<file path="config.mk">
export PLATFORM = sky130hd
export DESIGN_NAME = ipa_top
export DESIGN_NICKNAME = d
export VERILOG_FILES = /design/src/rtl/ipa_pkg.sv /design/src/rtl/ipa_gate.sv /design/src/rtl/ipa_top.sv
export SDC_FILE = /design/constraint.sdc
export NUM_CORES = 1
export LEC_CHECK = 0
export ABC_AREA = 1
export ABC_CLOCK_PERIOD_IN_PS = 1190
export BUFFER_PORTS_ARGS = -buffer_cell sky130_fd_sc_hd__clkbuf_2
export CAP_MARGIN = 20
export CORE_ASPECT_RATIO = 1.1
export CORE_UTILIZATION = 30
export CTS_CLUSTER_SIZE = 14
export DETAILED_ROUTE_END_ITERATION = 12
export PLACE_DENSITY_LB_ADDON = 0.3
export SYNTH_ARGS = -nofsm -noshare
export SYNTH_HDL_FRONTEND = slang
export SYNTH_SLANG_ARGS = --single-unit
</file>
<file path="constraint.sdc">
create_clock -name clk -period 1.19 [get_ports clk]
set_input_delay 0.238 -clock clk [delete_from_list [all_inputs] [get_ports clk]]
set_output_delay 0.238 -clock clk [all_outputs]
set_load 0.1 [all_outputs]
</file>
<file path="src/rtl/ipa_pkg.sv">
package ipa_pkg;
    // register byte addresses, one aligned word each
    localparam logic [5:0] ADDR_W = 6'd6;
    localparam logic [5:0] OFS_T2_OC2_IC2   = 6'h00;
    localparam logic [5:0] OFS_RX_SPI_T3    = 6'h04;
    localparam logic [5:0] OFS_ADC_TX       = 6'h08;
    localparam logic [5:0] OFS_CN_TWOWIRE   = 6'h0c;
    localparam logic [5:0] OFS_IC8_IC7_EXT1 = 6'h10;
    localparam logic [5:0] OFS_EXT2         = 6'h14;
    localparam logic [5:0] OFS_SER_ERR      = 6'h18;
    // qualified request outputs only, bit index = source number
    localparam logic [5:0] OFS_REQ_STATUS   = 6'h1c;
    // field positions (low bit of each 3-bit field)
    localparam int POS_HI  = 12;
    localparam int POS_MH  = 8;
    localparam int POS_ML  = 4;
    localparam int POS_LO  = 0;
    localparam int LVL_W   = 3;
    localparam int NSRC    = 17;
    // reset level: top bit set, lower two cleared
    localparam logic [2:0] LVL_RESET = 3'h4;
    localparam logic [2:0] LVL_OFF   = 3'h0;
    // implemented-bit masks per register
    localparam logic [15:0] MASK_T2_OC2_IC2   = 16'h7770;
    localparam logic [15:0] MASK_RX_SPI_T3    = 16'h7777;
    localparam logic [15:0] MASK_ADC_TX       = 16'h0077;
    localparam logic [15:0] MASK_CN_TWOWIRE   = 16'h7077;
    localparam logic [15:0] MASK_IC8_IC7_EXT1 = 16'h7707;
    localparam logic [15:0] MASK_EXT2         = 16'h0070;
    localparam logic [15:0] MASK_SER_ERR      = 16'h0070;
    localparam logic [15:0] RST_T2_OC2_IC2    = 16'h4440;
    localparam logic [15:0] RST_RX_SPI_T3     = 16'h4444;
    localparam logic [15:0] RST_ADC_TX        = 16'h0044;
    localparam logic [15:0] RST_CN_TWOWIRE    = 16'h4044;
    localparam logic [15:0] RST_IC8_IC7_EXT1  = 16'h4404;
    localparam logic [15:0] RST_EXT2          = 16'h0040;
    localparam logic [15:0] RST_SER_ERR       = 16'h0040;
    localparam logic [1:0] RESP_OKAY   = 2'h0;
    localparam logic [1:0] RESP_SLVERR = 2'h2;
    typedef enum logic [1:0] {IPA_IDLE, IPA_RESP} ipa_state_t;
endpackage

</file>
<file path="src/rtl/ipa_gate.sv">
`timescale 1ns/10ps
`default_nettype none
// one source: level output and qualified request
module ipa_gate
    import ipa_pkg::*;
(
    // field and source state
    input  wire logic [2:0] field,
    input  wire logic       enable,
    input  wire logic       flag,
    // to arbitration
    output logic [2:0]      level,
    output logic            request
);
    // codes map one to one onto levels 0..7
    assign level   = field; // RL1 RL2
    // zero field silences the source whatever flag and enable say
    assign request = enable && flag && (field != LVL_OFF); // RL3 RL14
endmodule
`default_nettype wire

</file>
<file path="src/rtl/ipa_top.sv">
// What this block does
// [RL1] field code 111 gives the source level 7, highest peripheral level
// [RL2] code 001 gives level 1; codes between map linearly to levels 2-6
// [RL3] code 000 disables the source entirely
// [RL4] unimplemented bits ignore writes and read zero
// [RL5] every field resets to 100, level 4
// [RL6] field bits are read/write and read back the last write
// [RL7] timer2, compare2, capture2 fields at 14-12, 10-8, 6-4
// [RL8] serial rx, spi event, spi error, timer3 at 14-12, 10-8, 6-4, 2-0
// [RL9] converter done at 6-4, serial tx at 2-0, upper bits unused
// [RL10] change notify 14-12, twowire master 6-4, twowire slave 2-0
// [RL11] capture8 14-12, capture7 10-8, external1 2-0
// [RL12] external2 field alone at bits 6-4
// [RL13] serial error field alone at bits 6-4
// [RL14] request needs enable, flag and nonzero field
// [RL15] peripheral levels never exceed 7; traps live above
// [RL16] levels driven continuously, writes effective next cycle
`timescale 1ns/10ps
`default_nettype none
module ipa_top
    import ipa_pkg::*;
(
    // clock and reset
    input  wire logic                   clk,
    input  wire logic                   rstn,
    // axi4-lite write address
    input  wire logic [ipa_pkg::ADDR_W-1:0] s_axi_awaddr,
    input  wire logic                   s_axi_awvalid,
    output logic                        s_axi_awready,
    // axi4-lite write data
    input  wire logic [31:0]            s_axi_wdata,
    input  wire logic [3:0]             s_axi_wstrb,
    input  wire logic                   s_axi_wvalid,
    output logic                        s_axi_wready,
    // axi4-lite write response
    output logic [1:0]                  s_axi_bresp,
    output logic                        s_axi_bvalid,
    input  wire logic                   s_axi_bready,
    // axi4-lite read address
    input  wire logic [ipa_pkg::ADDR_W-1:0] s_axi_araddr,
    input  wire logic                   s_axi_arvalid,
    output logic                        s_axi_arready,
    // axi4-lite read data
    output logic [31:0]                 s_axi_rdata,
    output logic [1:0]                  s_axi_rresp,
    output logic                        s_axi_rvalid,
    input  wire logic                   s_axi_rready,
    // source enables and flags, bit index = source number
    input  wire logic [16:0]            src_enable,
    input  wire logic [16:0]            src_flag,
    // per-source levels to the arbitration
    output logic [2:0]                  timer2_level,
    output logic [2:0]                  compare2_level,
    output logic [2:0]                  capture2_level,
    output logic [2:0]                  serial_rx_level,
    output logic [2:0]                  spi_event_level,
    output logic [2:0]                  spi_error_level,
    output logic [2:0]                  timer3_level,
    output logic [2:0]                  converter_done_level,
    output logic [2:0]                  serial_tx_level,
    output logic [2:0]                  change_notify_level,
    output logic [2:0]                  twowire_master_level,
    output logic [2:0]                  twowire_slave_level,
    output logic [2:0]                  capture8_level,
    output logic [2:0]                  capture7_level,
    output logic [2:0]                  external1_level,
    output logic [2:0]                  external2_level,
    output logic [2:0]                  serial_error_level,
    // qualified requests, same bit order as the inputs
    output logic [16:0]                 src_request
);
    import ipa_pkg::*;

    logic [15:0] prio_timer2_compare2_capture2_reg;
    logic [15:0] prio_serial_rx_spi_timer3_reg;
    logic [15:0] prio_converter_serial_tx_reg;
    logic [15:0] prio_change_twowire_reg;
    logic [15:0] prio_capture8_capture7_ext1_reg;
    logic [15:0] prio_external2_reg;
    logic [15:0] prio_serial_error_reg;
    logic [ADDR_W-1:0] aw_addr_reg;
    logic        aw_held_reg;
    logic [31:0] w_data_reg;
    logic [3:0]  w_strb_reg;
    logic        w_held_reg;
    ipa_state_t  rd_state_reg;
    logic        do_write;
    logic [2:0]  lvl [NSRC];
    logic [NSRC*3-1:0] fields;

    // merge masked write into a register, only implemented bits change
    function automatic logic [15:0] wr_merge(input logic [15:0] old,
                                             input logic [15:0] mask,
                                             input logic [31:0] data,
                                             input logic [3:0]  strb);
        logic [15:0] be;
        be = {{8{strb[1]}}, {8{strb[0]}}};
        return (old & ~(be & mask)) | (data[15:0] & be & mask); // RL4 RL6
    endfunction

    // address hit on a word-aligned register
    function automatic logic hit(input logic [ADDR_W-1:0] a,
                                 input logic [ADDR_W-1:0] ofs);
        return a[ADDR_W-1:2] == ofs[ADDR_W-1:2];
    endfunction

    // write channels taken independently, either order
    assign s_axi_awready = !aw_held_reg && !s_axi_bvalid;
    assign s_axi_wready  = !w_held_reg && !s_axi_bvalid;
    assign do_write      = aw_held_reg && w_held_reg && !s_axi_bvalid;

    // capture address and data until both are present
    always_ff @(posedge clk or negedge rstn)
    begin
        if (!rstn)
        begin
            aw_held_reg <= 1'b0;
            w_held_reg  <= 1'b0;
            aw_addr_reg <= '0;
            w_data_reg  <= 32'h0;
            w_strb_reg  <= 4'h0;
        end
        else
        begin
            if (s_axi_awvalid && s_axi_awready)
            begin
                aw_held_reg <= 1'b1;
                aw_addr_reg <= s_axi_awaddr;
            end
            else if (do_write)
                aw_held_reg <= 1'b0;
            if (s_axi_wvalid && s_axi_wready)
            begin
                w_held_reg <= 1'b1;
                w_data_reg <= s_axi_wdata;
                w_strb_reg <= s_axi_wstrb;
            end
            else if (do_write)
                w_held_reg <= 1'b0;
        end
    end

    // write response, slverr for unmapped addresses
    always_ff @(posedge clk or negedge rstn)
    begin
        if (!rstn)
        begin
            s_axi_bvalid <= 1'b0;
            s_axi_bresp  <= RESP_OKAY;
        end
        else if (do_write)
        begin
            s_axi_bvalid <= 1'b1;
            s_axi_bresp  <= (aw_addr_reg[ADDR_W-1:2] <= OFS_REQ_STATUS[ADDR_W-1:2])
                            ? RESP_OKAY : RESP_SLVERR;
        end
        else if (s_axi_bready)
            s_axi_bvalid <= 1'b0;
    end

    // priority registers; reset every field to level 4
    always_ff @(posedge clk or negedge rstn)
    begin
        if (!rstn)
        begin
            prio_timer2_compare2_capture2_reg <= RST_T2_OC2_IC2; // RL5
            prio_serial_rx_spi_timer3_reg     <= RST_RX_SPI_T3; // RL5
            prio_converter_serial_tx_reg      <= RST_ADC_TX; // RL5
            prio_change_twowire_reg           <= RST_CN_TWOWIRE; // RL5
            prio_capture8_capture7_ext1_reg   <= RST_IC8_IC7_EXT1; // RL5
            prio_external2_reg                <= RST_EXT2; // RL5
            prio_serial_error_reg             <= RST_SER_ERR; // RL5
        end
        else if (do_write)
        begin
            if (hit(aw_addr_reg, OFS_T2_OC2_IC2))
                prio_timer2_compare2_capture2_reg <= wr_merge(
                    prio_timer2_compare2_capture2_reg, MASK_T2_OC2_IC2,
                    w_data_reg, w_strb_reg); // RL7
            if (hit(aw_addr_reg, OFS_RX_SPI_T3))
                prio_serial_rx_spi_timer3_reg <= wr_merge(
                    prio_serial_rx_spi_timer3_reg, MASK_RX_SPI_T3,
                    w_data_reg, w_strb_reg); // RL8
            if (hit(aw_addr_reg, OFS_ADC_TX))
                prio_converter_serial_tx_reg <= wr_merge(
                    prio_converter_serial_tx_reg, MASK_ADC_TX,
                    w_data_reg, w_strb_reg); // RL9
            if (hit(aw_addr_reg, OFS_CN_TWOWIRE))
                prio_change_twowire_reg <= wr_merge(
                    prio_change_twowire_reg, MASK_CN_TWOWIRE,
                    w_data_reg, w_strb_reg); // RL10
            if (hit(aw_addr_reg, OFS_IC8_IC7_EXT1))
                prio_capture8_capture7_ext1_reg <= wr_merge(
                    prio_capture8_capture7_ext1_reg, MASK_IC8_IC7_EXT1,
                    w_data_reg, w_strb_reg); // RL11
            if (hit(aw_addr_reg, OFS_EXT2))
                prio_external2_reg <= wr_merge(prio_external2_reg, MASK_EXT2,
                    w_data_reg, w_strb_reg); // RL12
            if (hit(aw_addr_reg, OFS_SER_ERR))
                prio_serial_error_reg <= wr_merge(prio_serial_error_reg,
                    MASK_SER_ERR, w_data_reg, w_strb_reg); // RL13
        end
    end

    // read path: one read outstanding, answer one cycle after acceptance
    assign s_axi_arready = (rd_state_reg == IPA_IDLE);

    always_ff @(posedge clk or negedge rstn)
    begin
        if (!rstn)
        begin
            rd_state_reg <= IPA_IDLE;
            s_axi_rvalid <= 1'b0;
            s_axi_rdata  <= 32'h0;
            s_axi_rresp  <= RESP_OKAY;
        end
        else
        begin
            case (rd_state_reg)
                IPA_IDLE:
                begin
                    if (s_axi_arvalid)
                    begin
                        rd_state_reg <= IPA_RESP;
                        s_axi_rvalid <= 1'b1;
                        s_axi_rresp  <= RESP_OKAY;
                        // upper half reads zero, except bit 16 of the request status
                        if (hit(s_axi_araddr, OFS_T2_OC2_IC2))
                            s_axi_rdata <= {16'h0, prio_timer2_compare2_capture2_reg};
                        else if (hit(s_axi_araddr, OFS_RX_SPI_T3))
                            s_axi_rdata <= {16'h0, prio_serial_rx_spi_timer3_reg};
                        else if (hit(s_axi_araddr, OFS_ADC_TX))
                            s_axi_rdata <= {16'h0, prio_converter_serial_tx_reg};
                        else if (hit(s_axi_araddr, OFS_CN_TWOWIRE))
                            s_axi_rdata <= {16'h0, prio_change_twowire_reg};
                        else if (hit(s_axi_araddr, OFS_IC8_IC7_EXT1))
                            s_axi_rdata <= {16'h0, prio_capture8_capture7_ext1_reg};
                        else if (hit(s_axi_araddr, OFS_EXT2))
                            s_axi_rdata <= {16'h0, prio_external2_reg};
                        else if (hit(s_axi_araddr, OFS_SER_ERR))
                            s_axi_rdata <= {16'h0, prio_serial_error_reg};
                        else if (hit(s_axi_araddr, OFS_REQ_STATUS))
                            s_axi_rdata <= {15'h0, src_request};
                        else
                        begin
                            s_axi_rdata <= 32'h0;
                            s_axi_rresp <= RESP_SLVERR;
                        end
                    end
                end
                IPA_RESP:
                begin
                    if (s_axi_rready)
                    begin
                        rd_state_reg <= IPA_IDLE;
                        s_axi_rvalid <= 1'b0;
                    end
                end
                default:
                    rd_state_reg <= IPA_IDLE;
            endcase
        end
    end

    // gather fields in source order (status bit index)
    assign fields = {
        prio_serial_error_reg[POS_ML +: LVL_W],
        prio_external2_reg[POS_ML +: LVL_W],
        prio_capture8_capture7_ext1_reg[POS_LO +: LVL_W],
        prio_capture8_capture7_ext1_reg[POS_MH +: LVL_W],
        prio_capture8_capture7_ext1_reg[POS_HI +: LVL_W],
        prio_change_twowire_reg[POS_LO +: LVL_W],
        prio_change_twowire_reg[POS_ML +: LVL_W],
        prio_change_twowire_reg[POS_HI +: LVL_W],
        prio_converter_serial_tx_reg[POS_LO +: LVL_W],
        prio_converter_serial_tx_reg[POS_ML +: LVL_W],
        prio_serial_rx_spi_timer3_reg[POS_LO +: LVL_W],
        prio_serial_rx_spi_timer3_reg[POS_ML +: LVL_W],
        prio_serial_rx_spi_timer3_reg[POS_MH +: LVL_W],
        prio_serial_rx_spi_timer3_reg[POS_HI +: LVL_W],
        prio_timer2_compare2_capture2_reg[POS_ML +: LVL_W],
        prio_timer2_compare2_capture2_reg[POS_MH +: LVL_W],
        prio_timer2_compare2_capture2_reg[POS_HI +: LVL_W]}; // RL16

    // one gate per source; 3-bit field caps peripherals at level 7
    for (genvar i = 0; i < NSRC; i++)
    begin : g_src
        ipa_gate u_gate (
            .field   (fields[i*3 +: 3]),
            .enable  (src_enable[i]),
            .flag    (src_flag[i]),
            .level   (lvl[i]),
            .request (src_request[i])
        ); // RL15
    end

    assign timer2_level         = lvl[0];
    assign compare2_level       = lvl[1];
    assign capture2_level       = lvl[2];
    assign serial_rx_level      = lvl[3];
    assign spi_event_level      = lvl[4];
    assign spi_error_level      = lvl[5];
    assign timer3_level         = lvl[6];
    assign converter_done_level = lvl[7];
    assign serial_tx_level      = lvl[8];
    assign change_notify_level  = lvl[9];
    assign twowire_master_level = lvl[10];
    assign twowire_slave_level  = lvl[11];
    assign capture8_level       = lvl[12];
    assign capture7_level       = lvl[13];
    assign external1_level      = lvl[14];
    assign external2_level      = lvl[15];
    assign serial_error_level   = lvl[16];

    // reset leaves every level at 4 until the first write
    AST_RESET_LEVEL: assert property (@(posedge clk) // RL5
        $rose(rstn) |-> timer2_level == LVL_RESET && serial_error_level == LVL_RESET)
        else $error("level not 4 after reset");
    // zero field means no request
    AST_ZERO_OFF: assert property (@(posedge clk) disable iff (!rstn) // RL3
        external2_level == LVL_OFF |-> !src_request[15])
        else $error("disabled source requests");
    // request iff enable, flag and nonzero level
    AST_REQ_QUAL: assert property (@(posedge clk) disable iff (!rstn) // RL14
        src_request[3] == (src_enable[3] && src_flag[3] && serial_rx_level != 3'h0))
        else $error("request qualification wrong");
    // write to timer3 field shows on level next cycle
    AST_WR_EFFECT: assert property (@(posedge clk) disable iff (!rstn) // RL16
        do_write && hit(aw_addr_reg, OFS_RX_SPI_T3) && w_strb_reg[0]
        |=> timer3_level == $past(w_data_reg[2:0]))
        else $error("timer3 write not applied");
    // unimplemented bits stay zero
    AST_UNIMP_ZERO: assert property (@(posedge clk) disable iff (!rstn) // RL4
        (prio_converter_serial_tx_reg & ~MASK_ADC_TX) == 16'h0
        && (prio_timer2_compare2_capture2_reg & ~MASK_T2_OC2_IC2) == 16'h0)
        else $error("unimplemented bit set");
    // compare2 field sits at bits 10-8
    AST_FIELD_POS: assert property (@(posedge clk) disable iff (!rstn) // RL7
        compare2_level == prio_timer2_compare2_capture2_reg[10:8])
        else $error("compare2 field misplaced");
    // read returns register contents one cycle after acceptance
    AST_READBACK: assert property (@(posedge clk) disable iff (!rstn) // RL6
        s_axi_arvalid && s_axi_arready && hit(s_axi_araddr, OFS_EXT2) && !do_write
        |=> s_axi_rvalid && s_axi_rdata[15:0] == prio_external2_reg)
        else $error("readback mismatch");
    // level 7 code passes straight through
    AST_TOP_LEVEL: assert property (@(posedge clk) disable iff (!rstn) // RL1
        prio_serial_error_reg[6:4] == 3'h7 |-> serial_error_level == 3'h7)
        else $error("code 111 not level 7");
endmodule
`default_nettype wire

</file>
# Yosys cells after proc, flatten, opt, wreduce, memory -nomap -nowiden
# Cells that the tools add are included.
# W data, S select, Z words.
[word_totals]
regBits = 177
[classes]
order_cmp = 1
n_eq_ne = 16
mux = 28
n_bitwise = 21
reduce_logical = 77
[op_table]
columns = ["cell", "count"]
rows = [
  ["$mux W17", 8],
  ["$and A16 B16 Y16", 7],
  ["$not A15 Y16", 4],
  ["$or A16 B15 Y16", 4],
  ["$reduce_bool A3 Y1", 17],
  ["$or A16 B7 Y16", 3],
  ["$logic_and A1 B1 Y1", 40],
  ["$not A7 Y16", 2],
  ["$eq A4 B3 Y1 const B", 7],
  ["$mux W2", 11],
  ["$reduce_and A2 Y1", 9],
  ["$eq A4 B2 Y1 const B", 4],
  ["$and A15 B15 Y15", 1],
  ["$eq A4 B1 Y1 const B", 2],
  ["$logic_not A4 Y1", 2],
  ["$reduce_bool A2 Y1", 4],
  ["$mux W1", 7],
  ["$le A4 B3 Y1 const B", 1],
  ["$ne A2 B2 Y1 const B", 2],
  ["$pmux W2 S2", 1],
  ["$logic_not A1 Y1", 3],
  ["$reduce_and A3 Y1", 1],
  ["$eq A2 B1 Y1 const B", 1],
  ["$logic_not A2 Y1", 1],
  ["$pmux W1 S2", 1],
]

# Logic depth before layout (Yosys ltp)
[depth]
depth_word = 10
ltp_mapped = 10
ltp_nobuf = 10

# Modules after synthesis
# From an unflattened synthesis, not the netlist that was laid out.
[hier_totals]
hier_cells = 596
hier_area_um2 = 4893.4
[modules_own_cells]
columns = ["mod", "n_inst", "cells_per_inst", "area_per_inst_um2", "seq_area_each_um2"]
rows = [
  ["ipa_top", 1, 477, 4234.1, 2323.5],
  ["ipa_gate", 17, 7, 38.8, 0.0],
]

# Worst setup path after synthesis
# OpenSTA, ideal clock, no wires.
[synth_timing]
path_kind = "register to register"
from = "register s_axi_bvalid"
to = "register w_data_reg[12]"
setup_ns = 0.125
arrival_time_ns = 3.111
t_required_ns = 1.065
setup_slack_ns = -2.045
path_stages_with_launch = 6
path_buffers = 1
period_less_slack_ns = 3.235
path_cell_list = "dfrtp_1 -> nor2_1 -> nand2_1 -> buf_2 -> nor2_1 -> a21oi_1"
[synth_via]
elab_chain_len = 3
[synth_lines]
columns = ["item", "line_no", "source"]
rows = [
  ["from (decl)", "ipa_top.sv:37", "output logic s_axi_bvalid,"],
  ["from (signal assigned)", "ipa_top.sv:148", "s_axi_bvalid <= 1'b0;"],
  ["from (signal assigned)", "ipa_top.sv:153", "s_axi_bvalid <= 1'b1;"],
  ["from (signal assigned)", "ipa_top.sv:158", "s_axi_bvalid <= 1'b0;"],
  ["$logic_not A1 Y1", "ipa_top.sv:109", "assign s_axi_wready = !w_held_reg && !s_axi_bvalid;"],
  ["$logic_and A1 B1 Y1", "ipa_top.sv:109", ""],
  ["net s_axi_wready", "ipa_top.sv:34", "output logic s_axi_wready,"],
  ["$logic_and A1 B1 Y1", "ipa_top.sv:132", "if (s_axi_wvalid && s_axi_wready)"],
  ["to (signal assigned)", "ipa_top.sv:135", "w_data_reg <= s_axi_wdata;"],
  ["to (decl)", "ipa_top.sv:83", "logic [31:0] w_data_reg;"],
]
# The timed path passes the listed nets, and every way through them passes these cells.
# A chain may end at the register's enable or synchronous reset.

==> flow_summary.ini <==
[outcome]
outcome = finished, violations left
violations = negative setup slack

[layout]
area_growth_pct = 123
fin_util = 0.694
finalNetCount = 987
drive_gt1_frac = 0.707
antenna_cells = 0

[yosys]
yosysTopAreaCell = dfrtp_1
synth_top_area_frac = 0.410
ys_types = 35
yosys_warnings = 0
syn_avg_cell_area_um2 = 8.20
syn_inst = 558
synth.area.top_cells = dfrtp_1, nand2_1, dfstp_2
syn_area_um2 = 4570
ys_seq_elements = 92
ys_seq_area_frac = 0.508

[clocking]
clockBufferDepth = 2
clk_latency_ps = 360
clk_pin_slew_ps = 70
cts_tree = yes
cts_root_buffer = clkbuf_16
cts_buffers = 9
ctsHtreeMaxLevel = 3
cts_sinks = 92

[timing]
worst_pin_slew_ps = 668
hold_viol = 0
worst_slack_ps = -547
fin_worst_skew_ps = 9.19
slew-limit-headroom = 0.555
min_period_ps = 1740
max_freq_ghz = 0.576
setup_viol = 166
post-route-period-util = 1.46
rsz0062_at_grt = yes
finalSetupTns_ps = -40280
finalMaxSlewViolations = 0

[route]
dr.first_iter.drc_count = 272
ant_nets = 0
via_per_inst = 4.80
drtPass1Iterations = 5
wl_mm = 19.6
drt-wirelength-per-cell_um = 17.9
vias = 5260
drc = 0

[power]
power_density_nw_per_um2 = 2880
intPower_mw = 14.6
irDropWorstVdd_mv = 2.25
swShare = 0.501
power_frac_seq = 0.193
power_leakage_nw = 4.56
clkPwrFrac = 0.103
combPwrFrac = 0.704
p_sw_mw = 14.7

[global_route]
grt_pass1_wl_mm = 28.6
grt_pass1_vias = 5237
gr-total-overflow = 0
grt_max_degree = 47
antenna_found_initial = 0
grtUsageTotal = 0.239

[floorplanning]
io_pins = 198
die-height_um = 131
die_x_um = 120
rows = 46
dieArea_um2 = 15700
start_util = 0.312
core_area_um2 = 14700

[worst_setup_path]
worstPathMaxFanout = 3
worst_ep_arrival_time_ps = 1500
setup.worst_path.class = reg -> out
cp-start-kind = register
endpoint_kind = output pin
cp_slowest_stage_delay_ps = 630
critPathRequiredTime_ps = 950
cp_cell_sequence = inv_2 > a31oi_4 > buf_6 > buf_12
slowest_stage = dfstp_4

[placed_design]
gp_congestion = 0.908
port_buffers = 154
dp_hpwl_mm = 13.3

[worst_hold_path]
min_path_type = in -> reg

[job]
drv_cap = 0
## worst max-delay path, delay by kind of cell, from the launching register on
| kind | cells | cell delay, ps |
|---|---|---|
| flip-flops | 1 | 630 |
| buffers and inverters | 3 | 350 |
| AO/OA/AOI/OAI | 1 | 170 |
## cells in the final DEF (no fill, tap or decap), types with 5 or more instances in the layout
cell type,Yosys,routed
buf_4,34,107
buf_12,0,99
buf_6,1,82
nand2_1,129,76
clkbuf_2,0,61
nand2_2,4,50
inv_1,60,40
dfrtp_1,75,38
o21ai_1,43,37
o21ai_2,0,28
inv_2,11,26
nor2_4,2,23
dfrtp_2,0,20
nand3_4,0,19
dfstp_4,0,17
dfrtp_4,0,17
conb_1,1,17
a21oi_2,0,14
a21oi_1,28,11
nand3_1,31,11
nor2_2,4,9
nand4_1,9,9
clkbuf_16,0,9
nor2_1,34,8
nand3_2,1,8
and3_4,0,6
o311ai_4,0,5
## through the flow
stage	cells	instance area (um^2)	setup WS (ps)	hold WS, ps	total power, mW
6_report	1095	10200	-547	45.7	29.3
5_1_grt	1095	10200	-580	56.7	30.3
4_1_cts	1062	9630	-542	81.2	27.9
3_5_place_dp	998	8190	-250	126	22.4
3_3_place_gp	998	8190	-225	118	22.2
2_1_floorplan	574	5330	-742	-57.6	15.4
## final cells by class
| cell class | count | area [um^2] |
|---|---|---|
| Fill cell | 981 | 4490 |
| Timing Repair Buffer | 352 | 4070 |
| Multi-Input combinational cell | 371 | 2800 |
| Sequential cell | 92 | 2480 |
| Inverter | 72 | 302 |
| Clock buffer | 11 | 253 |
| Tap cell | 192 | 240 |
| Clock inverter | 5 | 58.8 |
## power groups by stage
stage	Sequential (mW)	Combinational, mW	Clock (mW)
3_3_place_gp	5.34	16.9	0
6_report	5.66	20.6	3.04
4_1_cts	5.60	19.3	3.05
2_1_floorplan	10.8	4.61	0
5_1_grt	5.76	21.3	3.18
3_5_place_dp	5.41	17.0	0
## final timing paths
check,depth (start not counted),start,slack [ps],end
max,4,register,-550,src_request[6]
min,2,s_axi_bready,50,s_axi_bvalid$_DFFE_PN0P_
max reg2reg,7,s_axi_bvalid$_DFFE_PN0P_,-470,register
min reg2reg,2,s_axi_rdata[10]$_DFFE_PN0P_,530,s_axi_rdata[10]$_DFFE_PN0P_
max in group asynchronous,3,rstn,310,asynchronous set/reset pin
min in group asynchronous,2,rstn,290,w_data_reg[6]$_DFFE_PN0P_
## timing repair
| action | CTS | global route |
|---|---|---|
| pin swaps | 57 | 45 |
| hold buffers | 1 | 0 |
| endpoints found under the hold margin | 15 | 0 |
| cloned | 8 | 0 |
| setup endpoints to repair | 165 | 180 |
| buffers inserted | 44 | 58 |
| resized for setup | 184 | 117 |
## synthesized netlist by cell type
master	count
mux2_2	1
dfstp_2	17
nand2_1	129
nor3_2	4
inv_1	60
nand3_1	31
or2_1	1
and3_1	6
o311ai_0	5
o22a_1	1
or2_0	2
o21ai_0	26
inv_2	11
nand3_2	1
or2_2	1
nor3_1	5
nand4_1	9
a22oi_1	1
nand3b_1	1
o2111ai_1	1
o211ai_1	2
conb_1	1
buf_6	1
nor2_1	34
buf_4	34
buf_2	10
a31oi_1	5
nor2_2	4
o21ai_1	43
o22ai_1	1
a21oi_1	28
clkinv_1	1
nand2_2	4
nor2_4	2
dfrtp_1	75
## kinds of logic (layout without fill, tap and decap cells)
| kind of cell | Yosys count | in the layout | synth area share |
|---|---|---|---|
| flip-flops | 92 | 92 | 0.508 |
| buffers and inverters | 117 | 440 | 0.128 |
| multiplexers | 1 | 1 | 0.00246 |
| other | 1 | 17 | 0.000820 |
| AND/OR/NAND/NOR | 234 | 240 | 0.228 |
| AO/OA/AOI/OAI | 113 | 113 | 0.133 |
## per-layer routing
metal | track usage | up-vias | part of all wire
met5 | 0 | - | 0
met4 | 0.0764 | 0 | 0.030
met3 | 0.0469 | 45 | 0.049
met2 | 0.417 | 205 | 0.52
met1 | 0.293 | 2537 | 0.40
li1 | - | 2473 | -
Power figures use the tool's default switching activity.
